**src/pkg/adcs_pkg.sv**
```systemverilog
`default_nettype none
package adcs_pkg;
  // ******************************************************************
  // Widths and depths
  // ******************************************************************
  localparam int RES_W = 10;
  localparam int WORD_W = 16;
  localparam int CMD_W = 4;
  localparam int FIFO_DEPTH = 8;
  localparam int PIN_N = 6;
  // ******************************************************************
  // Pin vector positions and levels after reset
  // ******************************************************************
  localparam int PIN_CS = 0;
  localparam int PIN_SCLK = 1;
  localparam int PIN_SDI = 2;
  localparam int PIN_FS = 3;
  localparam int PIN_CST = 4;
  localparam int PIN_CMP = 5;
  localparam logic [5:0] PIN_RST = 6'h19;
  // ******************************************************************
  // Frame and sampling counts
  // ******************************************************************
  localparam logic [3:0] FOURTH_EDGE_IDX = 4'h3;
  localparam logic [3:0] EDGE_LAST = 4'hF;
  localparam logic [4:0] WIN_SHORT = 5'h0C;
  localparam logic [4:0] WIN_LONG = 5'h18;
  localparam logic [3:0] SAR_TOP = 4'h9;
  // ******************************************************************
  // Commands and configuration fields
  // ******************************************************************
  localparam logic [3:0] CHAN_LAST = 4'hA;
  localparam logic [3:0] CHAN_RST = 4'h0;
  localparam logic [3:0] CMD_FIFO_RD = 4'hB;
  localparam logic [3:0] CMD_CFG_WR = 4'hE;
  localparam int CFG_LONG_BIT = 0;
  localparam int CFG_INT_BIT = 1;
  localparam int CFG_FIFO_BIT = 2;
  typedef enum logic [1:0] {
    ST_IDLE = 2'h0,
    ST_SAMPLE = 2'h1,
    ST_CONV = 2'h3
  } adcs_state_t;
endpackage
`default_nettype wire

```
**src/pkg/adcs_fifo_if.sv**
```systemverilog
`timescale 1ns/1ps
`default_nettype none
interface adcs_fifo_if #(
  parameter int W = 10,
  parameter int DEPTH = 8
);
  logic push_valid;
  logic push_ready;
  logic [W-1:0] push_data;
  logic pop_valid;
  logic pop_ready;
  logic [W-1:0] pop_data;
  logic [$clog2(DEPTH):0] level;
  modport store (
    input push_valid, push_data, pop_ready,
    output push_ready, pop_valid, pop_data, level
  );
  modport user (
    output push_valid, push_data, pop_ready,
    input push_ready, pop_valid, pop_data, level
  );
endinterface
`default_nettype wire

```
**src/core/adcs_ctrl.sv**
```systemverilog
`timescale 1ns/1ps
`default_nettype none
module adcs_ctrl #(
  parameter int RES_W = adcs_pkg::RES_W,
  parameter int FIFO_DEPTH = adcs_pkg::FIFO_DEPTH
) (
  // Clock and reset
  input wire logic mclk,
  input wire logic rst_b,
  input wire logic clk_en,
  // Serial port
  input wire logic cs_n,
  input wire logic sclk,
  input wire logic sdi,
  input wire logic frame_sync,
  output logic sdo,
  output logic sdo_oe,
  // Conversion control
  input wire logic async_conv_start_n,
  output logic eoc_n,
  // Analog front end
  input wire logic cmp_in,
  output logic [3:0] mux_sel,
  output logic sh_hold,
  output logic [RES_W-1:0] sar_code,
  // Status
  output logic [RES_W-1:0] result,
  output logic [$clog2(FIFO_DEPTH):0] fifo_level
);
  localparam int WW = adcs_pkg::WORD_W;
  // ******************************************************************
  // Pin synchronisers
  // ******************************************************************
  // The bench sclk is only 8 mclk periods long, so filtering is a
  // two-sample agreement and not a longer debounce.
  wire [5:0] pin_raw = {cmp_in, async_conv_start_n, frame_sync, sdi, sclk, cs_n};
  logic [5:0] s1_q;
  logic [5:0] s2_q;
  logic [5:0] s3_q;
  logic [5:0] filt_q;
  wire [5:0] filt_d;
  genvar gi;
  generate
    for (gi = 0; gi < adcs_pkg::PIN_N; gi++) begin : g_sync
      assign filt_d[gi] = (s2_q[gi] == s3_q[gi]) ? s3_q[gi] : filt_q[gi];
      always_ff @(posedge mclk or negedge rst_b) begin
        if (!rst_b) begin
          s1_q[gi] <= adcs_pkg::PIN_RST[gi];
          s2_q[gi] <= adcs_pkg::PIN_RST[gi];
          s3_q[gi] <= adcs_pkg::PIN_RST[gi];
          filt_q[gi] <= adcs_pkg::PIN_RST[gi];
        end else if (clk_en) begin
          s1_q[gi] <= pin_raw[gi];
          s2_q[gi] <= s1_q[gi];
          s3_q[gi] <= s2_q[gi];
          filt_q[gi] <= filt_d[gi];
        end
      end
    end
  endgenerate
  wire [5:0] rise = filt_d & ~filt_q;
  wire [5:0] fall = ~filt_d & filt_q;
  wire cs_fall = fall[adcs_pkg::PIN_CS];
  wire cs_rise = rise[adcs_pkg::PIN_CS];
  wire cs_low = ~filt_q[adcs_pkg::PIN_CS];
  wire sclk_rise = rise[adcs_pkg::PIN_SCLK];
  wire sclk_fall = fall[adcs_pkg::PIN_SCLK];
  wire sdi_lvl = filt_q[adcs_pkg::PIN_SDI];
  wire fs_lvl = filt_q[adcs_pkg::PIN_FS];
  wire fs_fall = fall[adcs_pkg::PIN_FS];
  wire fs_rise = rise[adcs_pkg::PIN_FS];
  wire cst_fall = fall[adcs_pkg::PIN_CST];
  wire cst_rise = rise[adcs_pkg::PIN_CST];
  wire cmp_lvl = filt_q[adcs_pkg::PIN_CMP];
  // ******************************************************************
  // Registers
  // ******************************************************************
  adcs_pkg::adcs_state_t state_q;
  logic [3:0] cnt_q;
  logic done_q;
  logic sdi_en_q;
  logic fs_mode_q;
  logic [WW-1:0] in_q;
  logic [WW-1:0] out_q;
  logic sdo_q;
  logic sdo_oe_q;
  logic eoc_n_q;
  logic cfg_long_q;
  logic cfg_int_q;
  logic cfg_fifo_q;
  logic [3:0] chan_q;
  logic [3:0] mux_q;
  logic hold_q;
  logic async_q;
  logic [4:0] win_q;
  logic [3:0] step_q;
  logic [RES_W-1:0] sar_q;
  logic [RES_W-1:0] code_d;
  logic [RES_W-1:0] last_q;
  adcs_fifo_if #(.W(RES_W), .DEPTH(FIFO_DEPTH)) fif ();
  adcs_result_fifo #(.W(RES_W), .DEPTH(FIFO_DEPTH)) u_fifo (
    .mclk(mclk),
    .rst_b(rst_b),
    .clk_en(clk_en),
    .f(fif.store)
  );
  // ******************************************************************
  // Frame decode
  // ******************************************************************
  // Without frame sync data moves on rising sclk, with it on falling.
  wire act_edge = fs_mode_q ? sclk_fall : sclk_rise;
  wire shift_edge = sdi_en_q && !done_q && act_edge;
  wire [WW-1:0] word_d = {in_q[WW-2:0], sdi_lvl};
  wire [3:0] head_cmd = word_d[3:0];
  wire [3:0] full_cmd = word_d[WW-1:WW-adcs_pkg::CMD_W];
  wire frame_end = shift_edge && (cnt_q == adcs_pkg::EDGE_LAST);
  wire norm_start = shift_edge && (cnt_q == adcs_pkg::FOURTH_EDGE_IDX)
      && (head_cmd <= adcs_pkg::CHAN_LAST) && (state_q == adcs_pkg::ST_IDLE);
  wire [RES_W-1:0] out_res = (cfg_fifo_q && fif.pop_valid) ? fif.pop_data : last_q;
  wire [WW-1:0] out_word = {out_res, {(WW-RES_W){1'b0}}};
  wire [4:0] win_len = cfg_long_q ? adcs_pkg::WIN_LONG : adcs_pkg::WIN_SHORT;
  wire win_hit = (win_q + 5'h01) == win_len;
  wire conv_end = (state_q == adcs_pkg::ST_CONV) && sclk_rise && (step_q == 4'h0);
  wire int_set = conv_end && cfg_int_q;
  assign fif.pop_ready = frame_end && (full_cmd == adcs_pkg::CMD_FIFO_RD);
  assign fif.push_valid = conv_end && cfg_fifo_q;
  assign fif.push_data = code_d;
  // Successive approximation: a low comparator drops the trial bit.
  always_comb begin
    code_d = sar_q;
    if (!cmp_lvl) code_d[step_q] = 1'b0;
    if (step_q != 4'h0) code_d[step_q - 4'h1] = 1'b1;
  end
  // ******************************************************************
  // Serial port
  // ******************************************************************
  always_ff @(posedge mclk or negedge rst_b) begin
    if (!rst_b) begin
      cnt_q <= 4'h0;
      done_q <= 1'b0;
      sdi_en_q <= 1'b0;
      fs_mode_q <= 1'b0;
      in_q <= '0;
      out_q <= '0;
      sdo_q <= 1'b0;
      sdo_oe_q <= 1'b0;
    end else if (clk_en) begin
      if (cs_fall) begin
        cnt_q <= 4'h0;
        done_q <= 1'b0;
        fs_mode_q <= ~fs_lvl;
        sdi_en_q <= fs_lvl;
        sdo_oe_q <= 1'b1;
        out_q <= out_word;
        sdo_q <= out_word[WW-1];
      end else if (cs_rise) begin
        sdi_en_q <= 1'b0;
        sdo_oe_q <= 1'b0;
      end else if (fs_fall && cs_low) begin
        cnt_q <= 4'h0;
        done_q <= 1'b0;
        sdi_en_q <= 1'b1;
        out_q <= out_word;
        sdo_q <= out_word[WW-1];
      end else if (shift_edge) begin
        in_q <= word_d;
        cnt_q <= cnt_q + 4'h1;
        done_q <= (cnt_q == adcs_pkg::EDGE_LAST);
        out_q <= {out_q[WW-2:0], 1'b0};
        sdo_q <= out_q[WW-2];
      end
      // A fresh interrupt frees the data line for the new result.
      if (int_set) sdo_oe_q <= 1'b0;
    end
  end
  // ******************************************************************
  // Configuration and channel
  // ******************************************************************
  always_ff @(posedge mclk or negedge rst_b) begin
    if (!rst_b) begin
      cfg_long_q <= 1'b0;
      cfg_int_q <= 1'b0;
      cfg_fifo_q <= 1'b0;
      chan_q <= adcs_pkg::CHAN_RST;
    end else if (clk_en) begin
      if (frame_end && (full_cmd == adcs_pkg::CMD_CFG_WR)) begin
        cfg_long_q <= word_d[adcs_pkg::CFG_LONG_BIT];
        cfg_int_q <= word_d[adcs_pkg::CFG_INT_BIT];
        cfg_fifo_q <= word_d[adcs_pkg::CFG_FIFO_BIT];
      end
      if (norm_start) chan_q <= head_cmd;
    end
  end
  // ******************************************************************
  // Sample and convert sequencer
  // ******************************************************************
  always_ff @(posedge mclk or negedge rst_b) begin
    if (!rst_b) begin
      state_q <= adcs_pkg::ST_IDLE;
      mux_q <= adcs_pkg::CHAN_RST;
      hold_q <= 1'b1;
      async_q <= 1'b0;
      win_q <= 5'h00;
      step_q <= adcs_pkg::SAR_TOP;
      sar_q <= '0;
      last_q <= '0;
      eoc_n_q <= 1'b1;
    end else if (clk_en) begin
      // Interrupt is cleared by the next frame, but a new one wins.
      if (cfg_int_q && (cs_fall || fs_rise)) eoc_n_q <= 1'b1;
      case (state_q)
        adcs_pkg::ST_IDLE: begin
          if (cst_fall) begin
            state_q <= adcs_pkg::ST_SAMPLE;
            async_q <= 1'b1;
            mux_q <= chan_q;
            hold_q <= 1'b0;
          end else if (norm_start) begin
            state_q <= adcs_pkg::ST_SAMPLE;
            async_q <= 1'b0;
            mux_q <= head_cmd;
            hold_q <= 1'b0;
            win_q <= 5'h00;
          end
        end
        adcs_pkg::ST_SAMPLE: begin
          if (async_q ? cst_rise : (sclk_rise && win_hit)) begin
            state_q <= adcs_pkg::ST_CONV;
            hold_q <= 1'b1;
            step_q <= adcs_pkg::SAR_TOP;
            sar_q <= {1'b1, {(RES_W-1){1'b0}}};
            if (!cfg_int_q) eoc_n_q <= 1'b0;
          end else if (!async_q && sclk_rise) begin
            win_q <= win_q + 5'h01;
          end
        end
        adcs_pkg::ST_CONV: begin
          if (sclk_rise) begin
            sar_q <= code_d;
            step_q <= step_q - 4'h1;
            if (step_q == 4'h0) begin
              state_q <= adcs_pkg::ST_IDLE;
              last_q <= code_d;
              eoc_n_q <= ~cfg_int_q ? 1'b1 : 1'b0;
            end
          end
        end
        default: begin
          state_q <= adcs_pkg::ST_IDLE;
          hold_q <= 1'b1;
        end
      endcase
    end
  end
  assign sdo = sdo_q;
  assign sdo_oe = sdo_oe_q;
  assign eoc_n = eoc_n_q;
  assign mux_sel = mux_q;
  assign sh_hold = hold_q;
  assign sar_code = sar_q;
  assign result = last_q;
  assign fifo_level = fif.level;
endmodule // adcs_ctrl
`default_nettype wire

```
**src/core/adcs_result_fifo.sv**
```systemverilog
`timescale 1ns/1ps
`default_nettype none
module adcs_result_fifo #(
  parameter int W = adcs_pkg::RES_W,
  parameter int DEPTH = adcs_pkg::FIFO_DEPTH
) (
  // Clock and reset
  input wire logic mclk,
  input wire logic rst_b,
  input wire logic clk_en,
  // Result stream
  adcs_fifo_if.store f
);
  localparam int AW = $clog2(DEPTH);
  logic [W-1:0] mem [DEPTH];
  logic [AW-1:0] wr_ptr_q;
  logic [AW-1:0] rd_ptr_q;
  logic [AW:0] level_q;
  wire do_push = f.push_valid && f.push_ready;
  wire do_pop = f.pop_valid && f.pop_ready;
  assign f.push_ready = (level_q != (AW+1)'(DEPTH));
  assign f.pop_valid = (level_q != '0);
  assign f.pop_data = mem[rd_ptr_q];
  assign f.level = level_q;
  always_ff @(posedge mclk) begin
    if (clk_en && do_push) begin
      mem[wr_ptr_q] <= f.push_data;
    end
  end
  always_ff @(posedge mclk or negedge rst_b) begin
    if (!rst_b) begin
      wr_ptr_q <= '0;
      rd_ptr_q <= '0;
      level_q <= '0;
    end else if (clk_en) begin
      if (do_push) wr_ptr_q <= wr_ptr_q + 1'b1;
      if (do_pop) rd_ptr_q <= rd_ptr_q + 1'b1;
      if (do_push && !do_pop) level_q <= level_q + 1'b1;
      else if (do_pop && !do_push) level_q <= level_q - 1'b1;
    end
  end
endmodule // adcs_result_fifo
`default_nettype wire

```
**config.mk**
```make
export PLATFORM = sky130hd
export DESIGN_NAME = adcs_ctrl
export DESIGN_NICKNAME = d
export VERILOG_FILES = /design/src/pkg/adcs_pkg.sv /design/src/pkg/adcs_fifo_if.sv /design/src/core/adcs_ctrl.sv /design/src/core/adcs_result_fifo.sv
export SDC_FILE = /design/constraint.sdc
export NUM_CORES = 1
export LEC_CHECK = 0
export ABC_CLOCK_PERIOD_IN_PS = 7400
export BUFFER_PORTS_ARGS = -buffer_cell sky130_fd_sc_hd__buf_4
export CAP_MARGIN = 30
export CORE_ASPECT_RATIO = 1.25
export CORE_MARGIN = 1
export CORE_UTILIZATION = 50
export CTS_CLUSTER_DIAMETER = 200
export DETAILED_ROUTE_END_ITERATION = 12
export PLACE_DENSITY = 0.64
export SYNTH_ARGS = -nofsm -noshare
export SYNTH_HDL_FRONTEND = slang
export SYNTH_SLANG_ARGS = --single-unit
```
**constraint.sdc**
```tcl
create_clock -name mclk -period 7.4 [get_ports mclk]
set_input_delay 0.74 -clock mclk [delete_from_list [all_inputs] [get_ports mclk]]
set_output_delay 0.74 -clock mclk [all_outputs]
set_load 0.01 [all_outputs]
```
==> results of run 1 <==
synth_stat cells (3+ instances only):
| library cell | n | area, um^2 |
|---|---|---|
| dfrtp_1 | 96 | 2400 |
| edfxtp_1 | 80 | 2400 |
| nand2_1 | 56 | 210 |
| mux2_2 | 47 | 529 |
| o21ai_0 | 39 | 195 |
| nor2_1 | 36 | 135 |
| inv_1 | 22 | 82.6 |
| mux4_2 | 20 | 450 |
| a21oi_1 | 18 | 90.1 |
| dfstp_2 | 16 | 420 |
| ha_1 | 15 | 188 |
| clkbuf_1 | 14 | 52.6 |
| mux2i_1 | 12 | 120 |
| nand3_1 | 12 | 60.1 |
| a211oi_1 | 10 | 75.1 |
| a22o_1 | 10 | 87.6 |
| nor3_1 | 10 | 50.1 |
| a221o_1 | 9 | 90.1 |
| mux2_1 | 8 | 90.1 |
| nand2b_1 | 7 | 43.8 |
| xnor2_1 | 7 | 61.3 |
| nor2b_1 | 6 | 37.5 |
| o21ai_1 | 6 | 30.0 |
| o31ai_1 | 6 | 45.0 |
| a22oi_1 | 5 | 37.5 |
| buf_2 | 5 | 25.0 |
| o2bb2ai_1 | 5 | 43.8 |
| or3_1 | 4 | 25.0 |
| xor2_1 | 4 | 35.0 |
| buf_1 | 3 | 11.3 |
how the worst max path moves through the flow:
stage / start / to / slack (ns)
after detailed placement: step_q[1] / u_fifo.mem[7][6] / 3.94
after floorplan: step_q[1] / u_fifo.mem[0][0] / 4.40
after global placement: step_q[1] / u_fifo.mem[3][2] / 4.09
after CTS: step_q[1] / u_fifo.mem[7][1] / 3.92
final: step_q[1] / u_fifo.mem[3][1] / 3.92
after global routing: step_q[1] / u_fifo.mem[7][0] / 3.56
per-stage QoR:
stage                     std cells  worst slack, ns  power [mW]  util, %  cell area (um^2)
final                           908             3.92        2.74     57.7              9680
after global routing            908             3.56        2.86     57.7              9680
after CTS                       908             3.92        2.76     57.7              9680
after detailed placement        876             3.94        1.85     54.0              9060
after global placement          873             4.09        1.83     53.9              9040
after floorplan                 631             4.40        1.66        -              8530
worst register-to-register path: cells and delay by family, from the launching register on:
kind                     cells  cell delay (ns)
adder cells (fa/ha/maj)      1             0.21
buffers and inverters        1             0.12
flip-flops                   1             0.44
AND/OR/NAND/NOR              6             2.34
cell type report:
class                           count  area share, %
Inverter                           22          0.853
Clock buffer                       17           4.40
Timing Repair Buffer               49           3.80
Sequential cell                   192           54.0
Clock inverter                     15           1.93
Multi-Input combinational cell    393           32.2
Tap cell                          220           2.84
registers in the layout, summed over array words and instances (netlist names), 5 cells and up, named ones only:
| signal | flops |
|---|---|
| s2_q | 6 |
| s1_q | 6 |
| s3_q | 6 |
| win_q | 5 |
| u_fifo.mem | 80 |
| result | 10 |
| in_q | 15 |
| sar_code | 10 |
| out_q | 9 |
kinds of logic after synthesis:
family	synth area share, %
adders and majority gates	2.55
and+or+nand+nor	8.68
DFF	61.2
AOI/OAI and AO/OA	10.2
xor gates and xnor gates	1.13
muxes	13.9
buffers and inverters	2.27
routing by layer:
| layer | up-vias | track usage (%) |
|---|---|---|
| met2 | 128 | 38.8 |
| met4 | 0 | 10.7 |
| li1 | 2444 | - |
| met3 | 34 | 3.74 |
| met1 | 2671 | 27.4 |
| met5 | - | 0 |
power breakdown:
part           internal (mW)  total [mW]  switching, mW
clock network          0.461       0.919          0.458
registers               1.24        1.35          0.108
logic                  0.187       0.471          0.283
==> flow_summary_export.csv, run 1 <==
group,metric,value,unit
grt,grtUsageTotal,22.4,%
outcome,status,"finished clean",
die,start_util,50.9,%
detailed_routing,drt_wl_total,18400,um
min_path,hold_class,"in2async",
power_and_ir_drop,p_per_area,283,nW/um^2
grt,grt_pass1_vias,5382,
worst_setup_path,cp-start-kind,"flip-flop",
power_and_ir_drop,ir_drop,0.000140,V
detailed_routing,wl_met3,587,um
worst_setup_path,arrival,3.54,ns
grt,grt_overflow,0,
yosys,syn-num-nets,656,
finish,multi_input_comb_area,3110,um^2
finish,num-nets-final,700,
clock_network,cts_tree,"yes",
timing,max_freq,0.287,GHz
clock_network,cts_root_buffer,"clkbuf_16",
die,die-area,17600,um^2
detailed_routing,antenna_left,0,
worst_setup_path,crit_buf_inv,1,
clock_network,numCtsBuffers,17,
die,coreArea,16800,um^2
grt,grt_max_degree,74,
power_and_ir_drop,p_leak,3.88,nW
job,maxCapViolCount,0,
yosys,yosys_warnings,0,
detailed_routing,detail_route.iter0.violations,357,
detailed_routing,top_layer,"met4",
yosys,ys_ff_latch,192,
worst_setup_path,crit_path_top_delay_cell,"nor2_1",
worst_setup_path,crit_path_max_fanout,16,
timing,timing.hold.ws,0.271,ns
detailed_routing,wl_met1,7460,um
detailed_routing,via_per_inst,5.81,
timing,skew,0.0116,ns
timing,drv_slew,0,
worst_setup_path,slowest_delay,0.73,ns
worst_setup_path,r2r_cells,8,
finish,layout_common_cells,"96 x dfrtp_1, 80 x edfxtp_1, 56 x nand2_1",
clock_network,clock_latency,0.43,ns
clock_network,cts_resized,0,
worst_setup_path,critical_path_class,"reg2reg",
die,pin_count,41,
worst_setup_path,cp_top_family,"simple AND/OR/NAND/NOR gates",
detailed_routing,vias,5277,
clock_network,cts.sinks,192,
finish,drive_gt1_share,25.0,%
timing,finalCritPeriodShare,47.0,%
grt,grt_antenna_before_repair,0,
finish,fill_cells,1356,
timing,post-route-min-period,3.48,ns
finish,area_growth,13.4,%
detailed_routing,wl_met2,9750,um
finish,regArea,5230,um^2
yosys,ys_seq_area_share,61.2,%
worst_setup_path,critPathCaptureType,"flip-flop",
yosys,synth_edf_count,80,
detailed_routing,drt_first_pass_iters,4,
die,fp.dieH,148,um
clock_network,clk_pin_slew,0.08,ns
timing,rsz0062_at_grt,"false",
placed_design,portBuffers,40,
finish,mostFrequentLayoutCell,"dfrtp_1",
worst_setup_path,rrSetupSlack,3.92,ns
yosys,async_flop_share,58.3,%
timing,slew_headroom,36.6,%
yosys,syn_area_per_cell,13.5,um^2
yosys,ys_types,63,
timing,setup-violations-final,0,
placed_design,gp_congestion,0.885,
timing,hold_viol,0,
yosys,syn_inst,631,
grt,grt_pass1_wl,29500,um
die,rows,53,
timing,fin_setup_tns,0,ns
worst_setup_path,cp.required,7.46,ns
timing,tightest_slew,0.950,ns
placed_design,hpwlAfterDp,13200,um
finish,antenna_cells,0,
clock_network,cts_max_level,4,
worst_setup_path,path_cells,"inv_1, ha_1, or3b_1, nor3_1, nand2_1, nor2_1, nand2_1, nor2_1",
clock_network,hold_buffers,0,
clock_network,clockBufferDepth,2,
clock_network,post_cts_buffers,0,
worst_setup_path,r2r_start,"step_q[1]",
die,die-width,119,um
worst_setup_path,crit_cells,8,
yosys,ys.flop_type,"dfrtp_1",
detailed_routing,drc,0,
detailed_routing,wire_per_inst,20.2,um
yosys,netlist_area,8530,um^2
worst_setup_path,r2r-end,"u_fifo.mem[3][1]",
Power figures use the tool's default switching activity.
==> inputs of run 2 (changes only) <==
ABC_AREA = 1   (was not set)
ABC_CLOCK_PERIOD_IN_PS = 3400   (was 7400)
clock period = 3.4 ns   (was 7.4 ns; I/O delays follow)
==> run 2 against run 1 <==
  * Combinational power rose to 2.8 times the previous value
  * Clock skew fell by 0.00052 ns
  * Utilization rose by 1.1 points
  * Fmax rose by 27%
  * Critical path type unchanged
==> flow_summary_export.csv, run 2 <==
group,metric,value,unit
detailed_routing,drc,0,
die,rows,53,
grt,grt_pass1_wl,31500,um
finish,multi_input_comb_area,3130,um^2
finish,drive_gt1_share,15.0,%
yosys,synth_edf_count,80,
power_and_ir_drop,ir_drop,0.000417,V
die,die-area,18100,um^2
timing,tightest_slew,0.858,ns
finish,num-nets-final,998,
timing,post-route-min-period,2.74,ns
finish,area_growth,13.6,%
yosys,syn-num-nets,950,
min_path,hold_depth,3,
worst_setup_path,critPathCaptureType,"flip-flop",
die,die-width,121,um
placed_design,hpwlAfterDp,13300,um
clock_network,cts.sinks,192,
grt,grt_antenna_before_repair,0,
clock_network,cts_max_level,4,
finish,regArea,5230,um^2
worst_setup_path,critical_path_class,"reg2reg",
yosys,syn_inst,925,
clock_network,clockBufferDepth,2,
power_and_ir_drop,p_per_area,632,nW/um^2
min_path,hold_class,"in2reg",
finish,antenna_cells,0,
detailed_routing,antenna_left,0,
power_and_ir_drop,p_leak,4.39,nW
worst_setup_path,crit_path_max_fanout,6,
grt,grt_pass1_vias,6104,
finish,layout_common_cells,"233 x nand2_1, 111 x o21ai_0, 102 x nor2_1",
finish,top_register,"u_fifo.mem",
die,fp.dieH,150,um
worst_setup_path,cp-start-kind,"flip-flop",
timing,drv_slew,0,
yosys,synth_top_area_share,27.4,%
yosys,synth_area_leaders,"dfrtp_1 27%, edfxtp_1 27%, nand2_1 10%",
min_path,hold_end,"s1_q[5]",
grt,grt_max_degree,62,
worst_setup_path,rrSetupSlack,0.66,ns
timing,slew_headroom,42.4,%
yosys,ys_ff_latch,192,
timing,rsz0062_at_grt,"false",
die,start_util,51.7,%
placed_design,dpl_worst_slack,0.640,ns
timing,fin_setup_tns,0,ns
worst_setup_path,arrival,3.06,ns
yosys,synth.most_common_cell,"nand2_1",
outcome,status,"finished clean",
detailed_routing,detail_route.iter0.violations,409,
yosys,yosys_warnings,0,
clock_network,cts_tree,"yes",
timing,hold_viol,0,
timing,finalCritPeriodShare,80.6,%
detailed_routing,via_per_inst,5.26,
yosys,ys_seq_area_share,59.5,%
clock_network,post_cts_buffers,0,
finish,mostFrequentLayoutCell,"nand2_1",
grt,grtUsageTotal,23.1,%
job,maxCapViolCount,0,
timing,max_freq,0.365,GHz
die,pin_count,41,
timing,skew,0.0111,ns
placed_design,gp_congestion,0.856,
detailed_routing,wire_per_inst,16.1,um
detailed_routing,drt_wl_total,19400,um
clock_network,clock_latency,0.43,ns
yosys,netlist_area,8780,um^2
clock_network,numCtsBuffers,17,
worst_setup_path,r2r_cells,15,
yosys,async_flop_share,58.3,%
die,coreArea,17000,um^2
grt,grt_overflow,0,
min_path,hp-start,"cmp_in",
detailed_routing,drt_first_pass_iters,6,
detailed_routing,vias,6345,
clock_network,clk_pin_slew,0.07,ns
yosys,syn_area_per_cell,9.49,um^2
yosys,ys_types,44,
timing,setup_slack,0.658,ns
clock_network,cts_root_buffer,"clkbuf_16",
finish,largest_reg_flops,80,
worst_setup_path,r2r_start,"step_q[0]",
timing,setup-violations-final,0,
placed_design,portBuffers,40,
worst_setup_path,r2r-end,"u_fifo.f.level[3]",
finish,reg_top3,"u_fifo.mem: 80 flops, in_q: 15 flops",
yosys,ys.flop_type,"dfrtp_1",
yosys,ys_top_cells_by_count,"233 x nand2_1, 111 x o21ai_0, 102 x nor2_1, 96 x dfrtp_1, 80 x edfxtp_1",
finish,fill_cells,1504,
yosys,yosysTopAreaCell,"dfrtp_1",
worst_setup_path,cp.required,3.72,ns
==> run 2: kinds of logic (layout without fill, tap and decap cells) <==
logic type	after synthesis	in the layout	share of synthesized area [%]
buf+inv	108	169	4.95
fa+ha+maj	16	16	2.37
xor+xnor	8	8	0.884
flops	192	192	59.5
compound gates	177	177	11.4
simple gates	424	424	20.9
==> run 2: final cells by class <==
| class | instances | area share, % |
|---|---|---|
| Multi-Input combinational cell | 625 | 31.4 |
| Clock inverter | 15 | 1.59 |
| Tap cell | 220 | 2.76 |
| Timing Repair Buffer | 61 | 4.74 |
| Inverter | 76 | 2.86 |
| Sequential cell | 192 | 52.4 |
| Clock buffer | 17 | 4.27 |
==> run 2: power breakdown <==
| part | internal [mW] | switching (mW) |
|---|---|---|
| Clock | 1.03 | 0.903 |
| Combinational | 0.453 | 0.889 |
| Sequential | 2.82 | 0.208 |
| Total | 4.31 | 2.00 |
==> run 2: how the worst max path moves through the flow <==
stage               startpoint                end  slack [ns]  depth (start not counted)
floorplan            step_q[1]   u_fifo.mem[0][0]        0.85                          9
global placement     step_q[0]  u_fifo.f.level[3]        0.70                         15
detailed placement   filt_q[1]  u_fifo.f.level[3]        0.64                         15
CTS                  step_q[0]  u_fifo.f.level[3]        0.64                         15
global route         filt_q[1]  u_fifo.f.level[3]        0.38                         14
finish               step_q[0]  u_fifo.f.level[3]        0.66                         15
==> run 2: per-stage QoR <==
| step | hold slack [ns] | total power [mW] | area [um^2] | cells | util (%) |
|---|---|---|---|---|---|
| after global placement | 0.415 | 4.38 | 9380 | 1173 | 55.2 |
| final | 0.109 | 6.31 | 9970 | 1206 | 58.7 |
| after floorplan | 0.0444 | 3.96 | 8780 | 925 | - |
| after global routing | 0.104 | 6.66 | 9970 | 1206 | 58.7 |
| after CTS | 0.0903 | 6.37 | 9970 | 1206 | 58.7 |
| after detailed placement | 0.410 | 4.41 | 9380 | 1173 | 55.2 |
==> run 2: worst max-delay path, stage by stage (launching register included) <==
cell,delay (ns)
dfstp_2,0.57
inv_1,0.11
ha_1,0.26
nand2_4,0.11
nor2_4,0.05
nand2_4,0.10
nor2_1,0.07
ha_1,0.22
inv_1,0.12
ha_1,0.28
and3_1,0.19
a211oi_1,0.22
nand2_1,0.08
nand2_1,0.06
nor2_1,0.05
xor2_1,0.13
==> run 2: routing by layer <==
layer	vias up	global-route usage [%]	share of wire, %
li1	3184	-	-
met1	3011	27.9	42
met2	123	41.4	52
met3	27	4.17	3.0
met4	0	8.15	2.0
met5	-	0	0
==> run 2: what timing repair did <==
| item | CTS | global route |
|---|---|---|
| hold buffers | 1 | 0 |
| resized for setup | 0 | 0 |
| endpoints found under the hold margin | 35 | 0 |
==> inputs of run 3 (changes only) <==
ABC_CLOCK_PERIOD_IN_PS = 2250   (was 3400)
PLACE_DENSITY = 0.67   (was 0.64)
clock period = 2.25 ns   (was 3.4 ns; I/O delays follow)
==> run 3 against run 2 <==
  * Final area is 6.4% higher
  * Worst hold slack gained 0.066 ns
  * Sequential power is 50% higher
  * Via count is 5.4% higher
  * First-iteration DRC count rose by 27%
  * Sequential cell count unchanged
  * Utilization rose by 3.7 points
  * Fmax up 23%
  * Clock power is 69% higher
  * Wire length is 3.9% higher
  * Critical path depth unchanged
  * Highest routed layer unchanged
==> flow_summary_export.csv, run 3 (synthesized netlist as in run 2, its figures left out) <==
group,metric,value,unit
power_and_ir_drop,p_sw_share,31.3,%
grt,grt_pass1_vias,6614,
worst_setup_path,cp_top_family,"simple AND/OR/NAND/NOR gates",
die,rows,53,
finish,largest_reg_flops,80,
min_path,hp-start,"clk_en",
worst_setup_path,critPathCaptureType,"flip-flop",
worst_setup_path,critical_path_class,"reg2reg",
clock_network,numCtsBuffers,17,
clock_network,cts_tree,"yes",
detailed_routing,antenna_left,0,
finish,top_register,"u_fifo.mem",
worst_setup_path,crit_path_top_delay_cell,"dfstp_2",
finish,multi_input_comb_area,3240,um^2
finish,num-nets-final,1055,
finish,antenna_cells,0,
finish,reg_top3,"u_fifo.mem: 80 flops, in_q: 15 flops",
timing,post-route-min-period,2.24,ns
worst_setup_path,crit_path_max_fanout,3,
detailed_routing,drc,0,
detailed_routing,wire_per_inst,16.0,um
clock_network,cts_max_level,4,
placed_design,portBuffers,40,
power_and_ir_drop,pwr-share-comb,23.1,%
timing,tightest_slew,0.598,ns
grt,grtUsageTotal,23.7,%
timing,rsz0062_at_grt,"true",
power_and_ir_drop,p_per_area,959,nW/um^2
grt,grt_overflow,0,
power_and_ir_drop,p_sw,3.18,mW
worst_setup_path,rrSetupSlack,0.01,ns
placed_design,gp_congestion,0.827,
detailed_routing,drt_first_pass_iters,5,
die,pin_count,41,
timing,fin_setup_tns,0,ns
timing,timing.hold.ws,0.176,ns
finish,area_growth,20.8,%
worst_setup_path,r2r_start,"step_q[0]",
job,maxCapViolCount,0,
detailed_routing,drt_wl_total,20200,um
grt,grt_max_degree,43,
finish,layout_common_cells,"233 x nand2_1, 111 x o21ai_0, 108 x buf_4",
worst_setup_path,crit_buf_inv,2,
finish,drive_gt1_share,21.0,%
clock_network,clock_latency,0.43,ns
timing,setup-violations-final,0,
power_and_ir_drop,p_clk_share,32.1,%
timing,hold_viol,0,
worst_setup_path,cp-start-kind,"flip-flop",
worst_setup_path,cp.required,2.57,ns
timing,finalCritPeriodShare,99.4,%
timing,drv_slew,0,
power_and_ir_drop,p_leak,4.74,nW
power_and_ir_drop,p_seq_share,44.8,%
clock_network,cts.sinks,192,
power_and_ir_drop,ir_drop,0.000466,V
die,start_util,51.7,%
power_and_ir_drop,intPower,6.99,mW
timing,skew,0.00894,ns
die,die-area,18100,um^2
min_path,hold_end,"sdo_oe",
outcome,status,"finished clean",
detailed_routing,via_per_inst,5.29,
clock_network,clk_pin_slew,0.08,ns
worst_setup_path,path_cells,"inv_4, ha_4, nand2_4, nor2_4, nand2_4, nor2_2, ha_2, inv_4, ha_4, and3_4, a211oi_4, nand2_1, nand2_1, nor2_1, xor2_1",
min_path,hold_class,"in2reg",
placed_design,hpwlAfterDp,13800,um
power_and_ir_drop,power.total,10.2,mW
timing,slew_headroom,60.1,%
worst_setup_path,r2r_cells,15,
die,coreArea,17000,um^2
detailed_routing,vias,6685,
clock_network,clockBufferDepth,2,
grt,grt_antenna_before_repair,0,
timing,max_freq,0.447,GHz
worst_setup_path,slowest_delay,0.56,ns
worst_setup_path,r2r-end,"u_fifo.f.level[3]",
finish,fill_cells,1454,
clock_network,cts_root_buffer,"clkbuf_16",
min_path,hold_depth,4,
grt,grt_pass1_wl,32900,um
worst_setup_path,arrival,2.56,ns
finish,mostFrequentLayoutCell,"nand2_1",
die,fp.dieH,150,um
detailed_routing,detail_route.iter0.violations,520,
finish,regArea,5230,um^2
die,die-width,121,um
[run 3: changes by cell type in the layout (fill, tap and decap cells not counted), moves of 3 or more]
cell,change
inv_1,-4
dlygate4sd3_1,+6
ha_1,-4
ha_4,+3
inv_8,+6
buf_4,+49
nor3_1,-4
[run 3: cell type report]
type	count	share of cell area [%]
Inverter	76	2.74
Timing Repair Buffer	118	8.87
Multi-Input combinational cell	625	30.5
Tap cell	220	2.60
Sequential cell	192	49.3
Clock inverter	15	1.99
Clock buffer	17	4.01
[run 3: power by group through the flow]
stage	Sequential [mW]	Combinational (mW)	Clock [mW]
6_report	4.55	2.35	3.27
3_5_place_dp	4.61	2.32	0
3_3_place_gp	4.60	2.27	0
2_1_floorplan	4.61	1.41	0
5_1_grt	4.61	2.64	3.46
4_1_cts	4.55	2.35	3.31
[run 3: worst min-delay path, stage by stage]
cell,delay [ns]
buf_4,0.09
inv_2,0.09
nand2_1,0.08
o21ai_0,0.07
[run 3: worst max-delay path by stage]
stage / from / endpoint / slack [ns] / cells past startpoint
after floorplan: step_q[1] / u_fifo.mem[0][0] / -0.20 / 9
after global placement: s2_q[1] / u_fifo.f.level[3] / -0.06 / 15
after detailed placement: s2_q[1] / u_fifo.f.level[3] / -0.11 / 15
after CTS: step_q[0] / u_fifo.f.level[3] / 0.004 / 15
after global routing: s2_q[1] / u_fifo.f.level[3] / -0.14 / 15
final: step_q[0] / u_fifo.f.level[3] / 0.01 / 15
[run 3: repair_timing]
action | in CTS | in global routing
buffers inserted | 1 | 0
pin swaps | 8 | 3
hold endpoints to repair | 44 | 0
endpoints found under the setup margin | 1 | 45
hold buffers | 7 | 0
resized for setup | 5 | 11
gates cloned | 0 | 1
[run 3: through the flow]
step	worst slack (ns)	instances	utilization [%]	cell area [um^2]
after floorplan	-0.195	925	-	8840
after global placement	-0.0606	1222	57.9	9830
after detailed placement	-0.112	1222	57.9	9830
after CTS	0.00397	1262	62.2	10600
after global routing	-0.140	1263	62.5	10600
final	0.0132	1263	62.5	10600
[run 3: metal layers]
metal	track usage (%)	part of all wire, %	up-vias
li1	-	-	3293
met1	28.0	42	3231
met5	0	0	-
met3	3.26	3.0	31
met4	9.57	2.3	0
met2	43.2	53	130
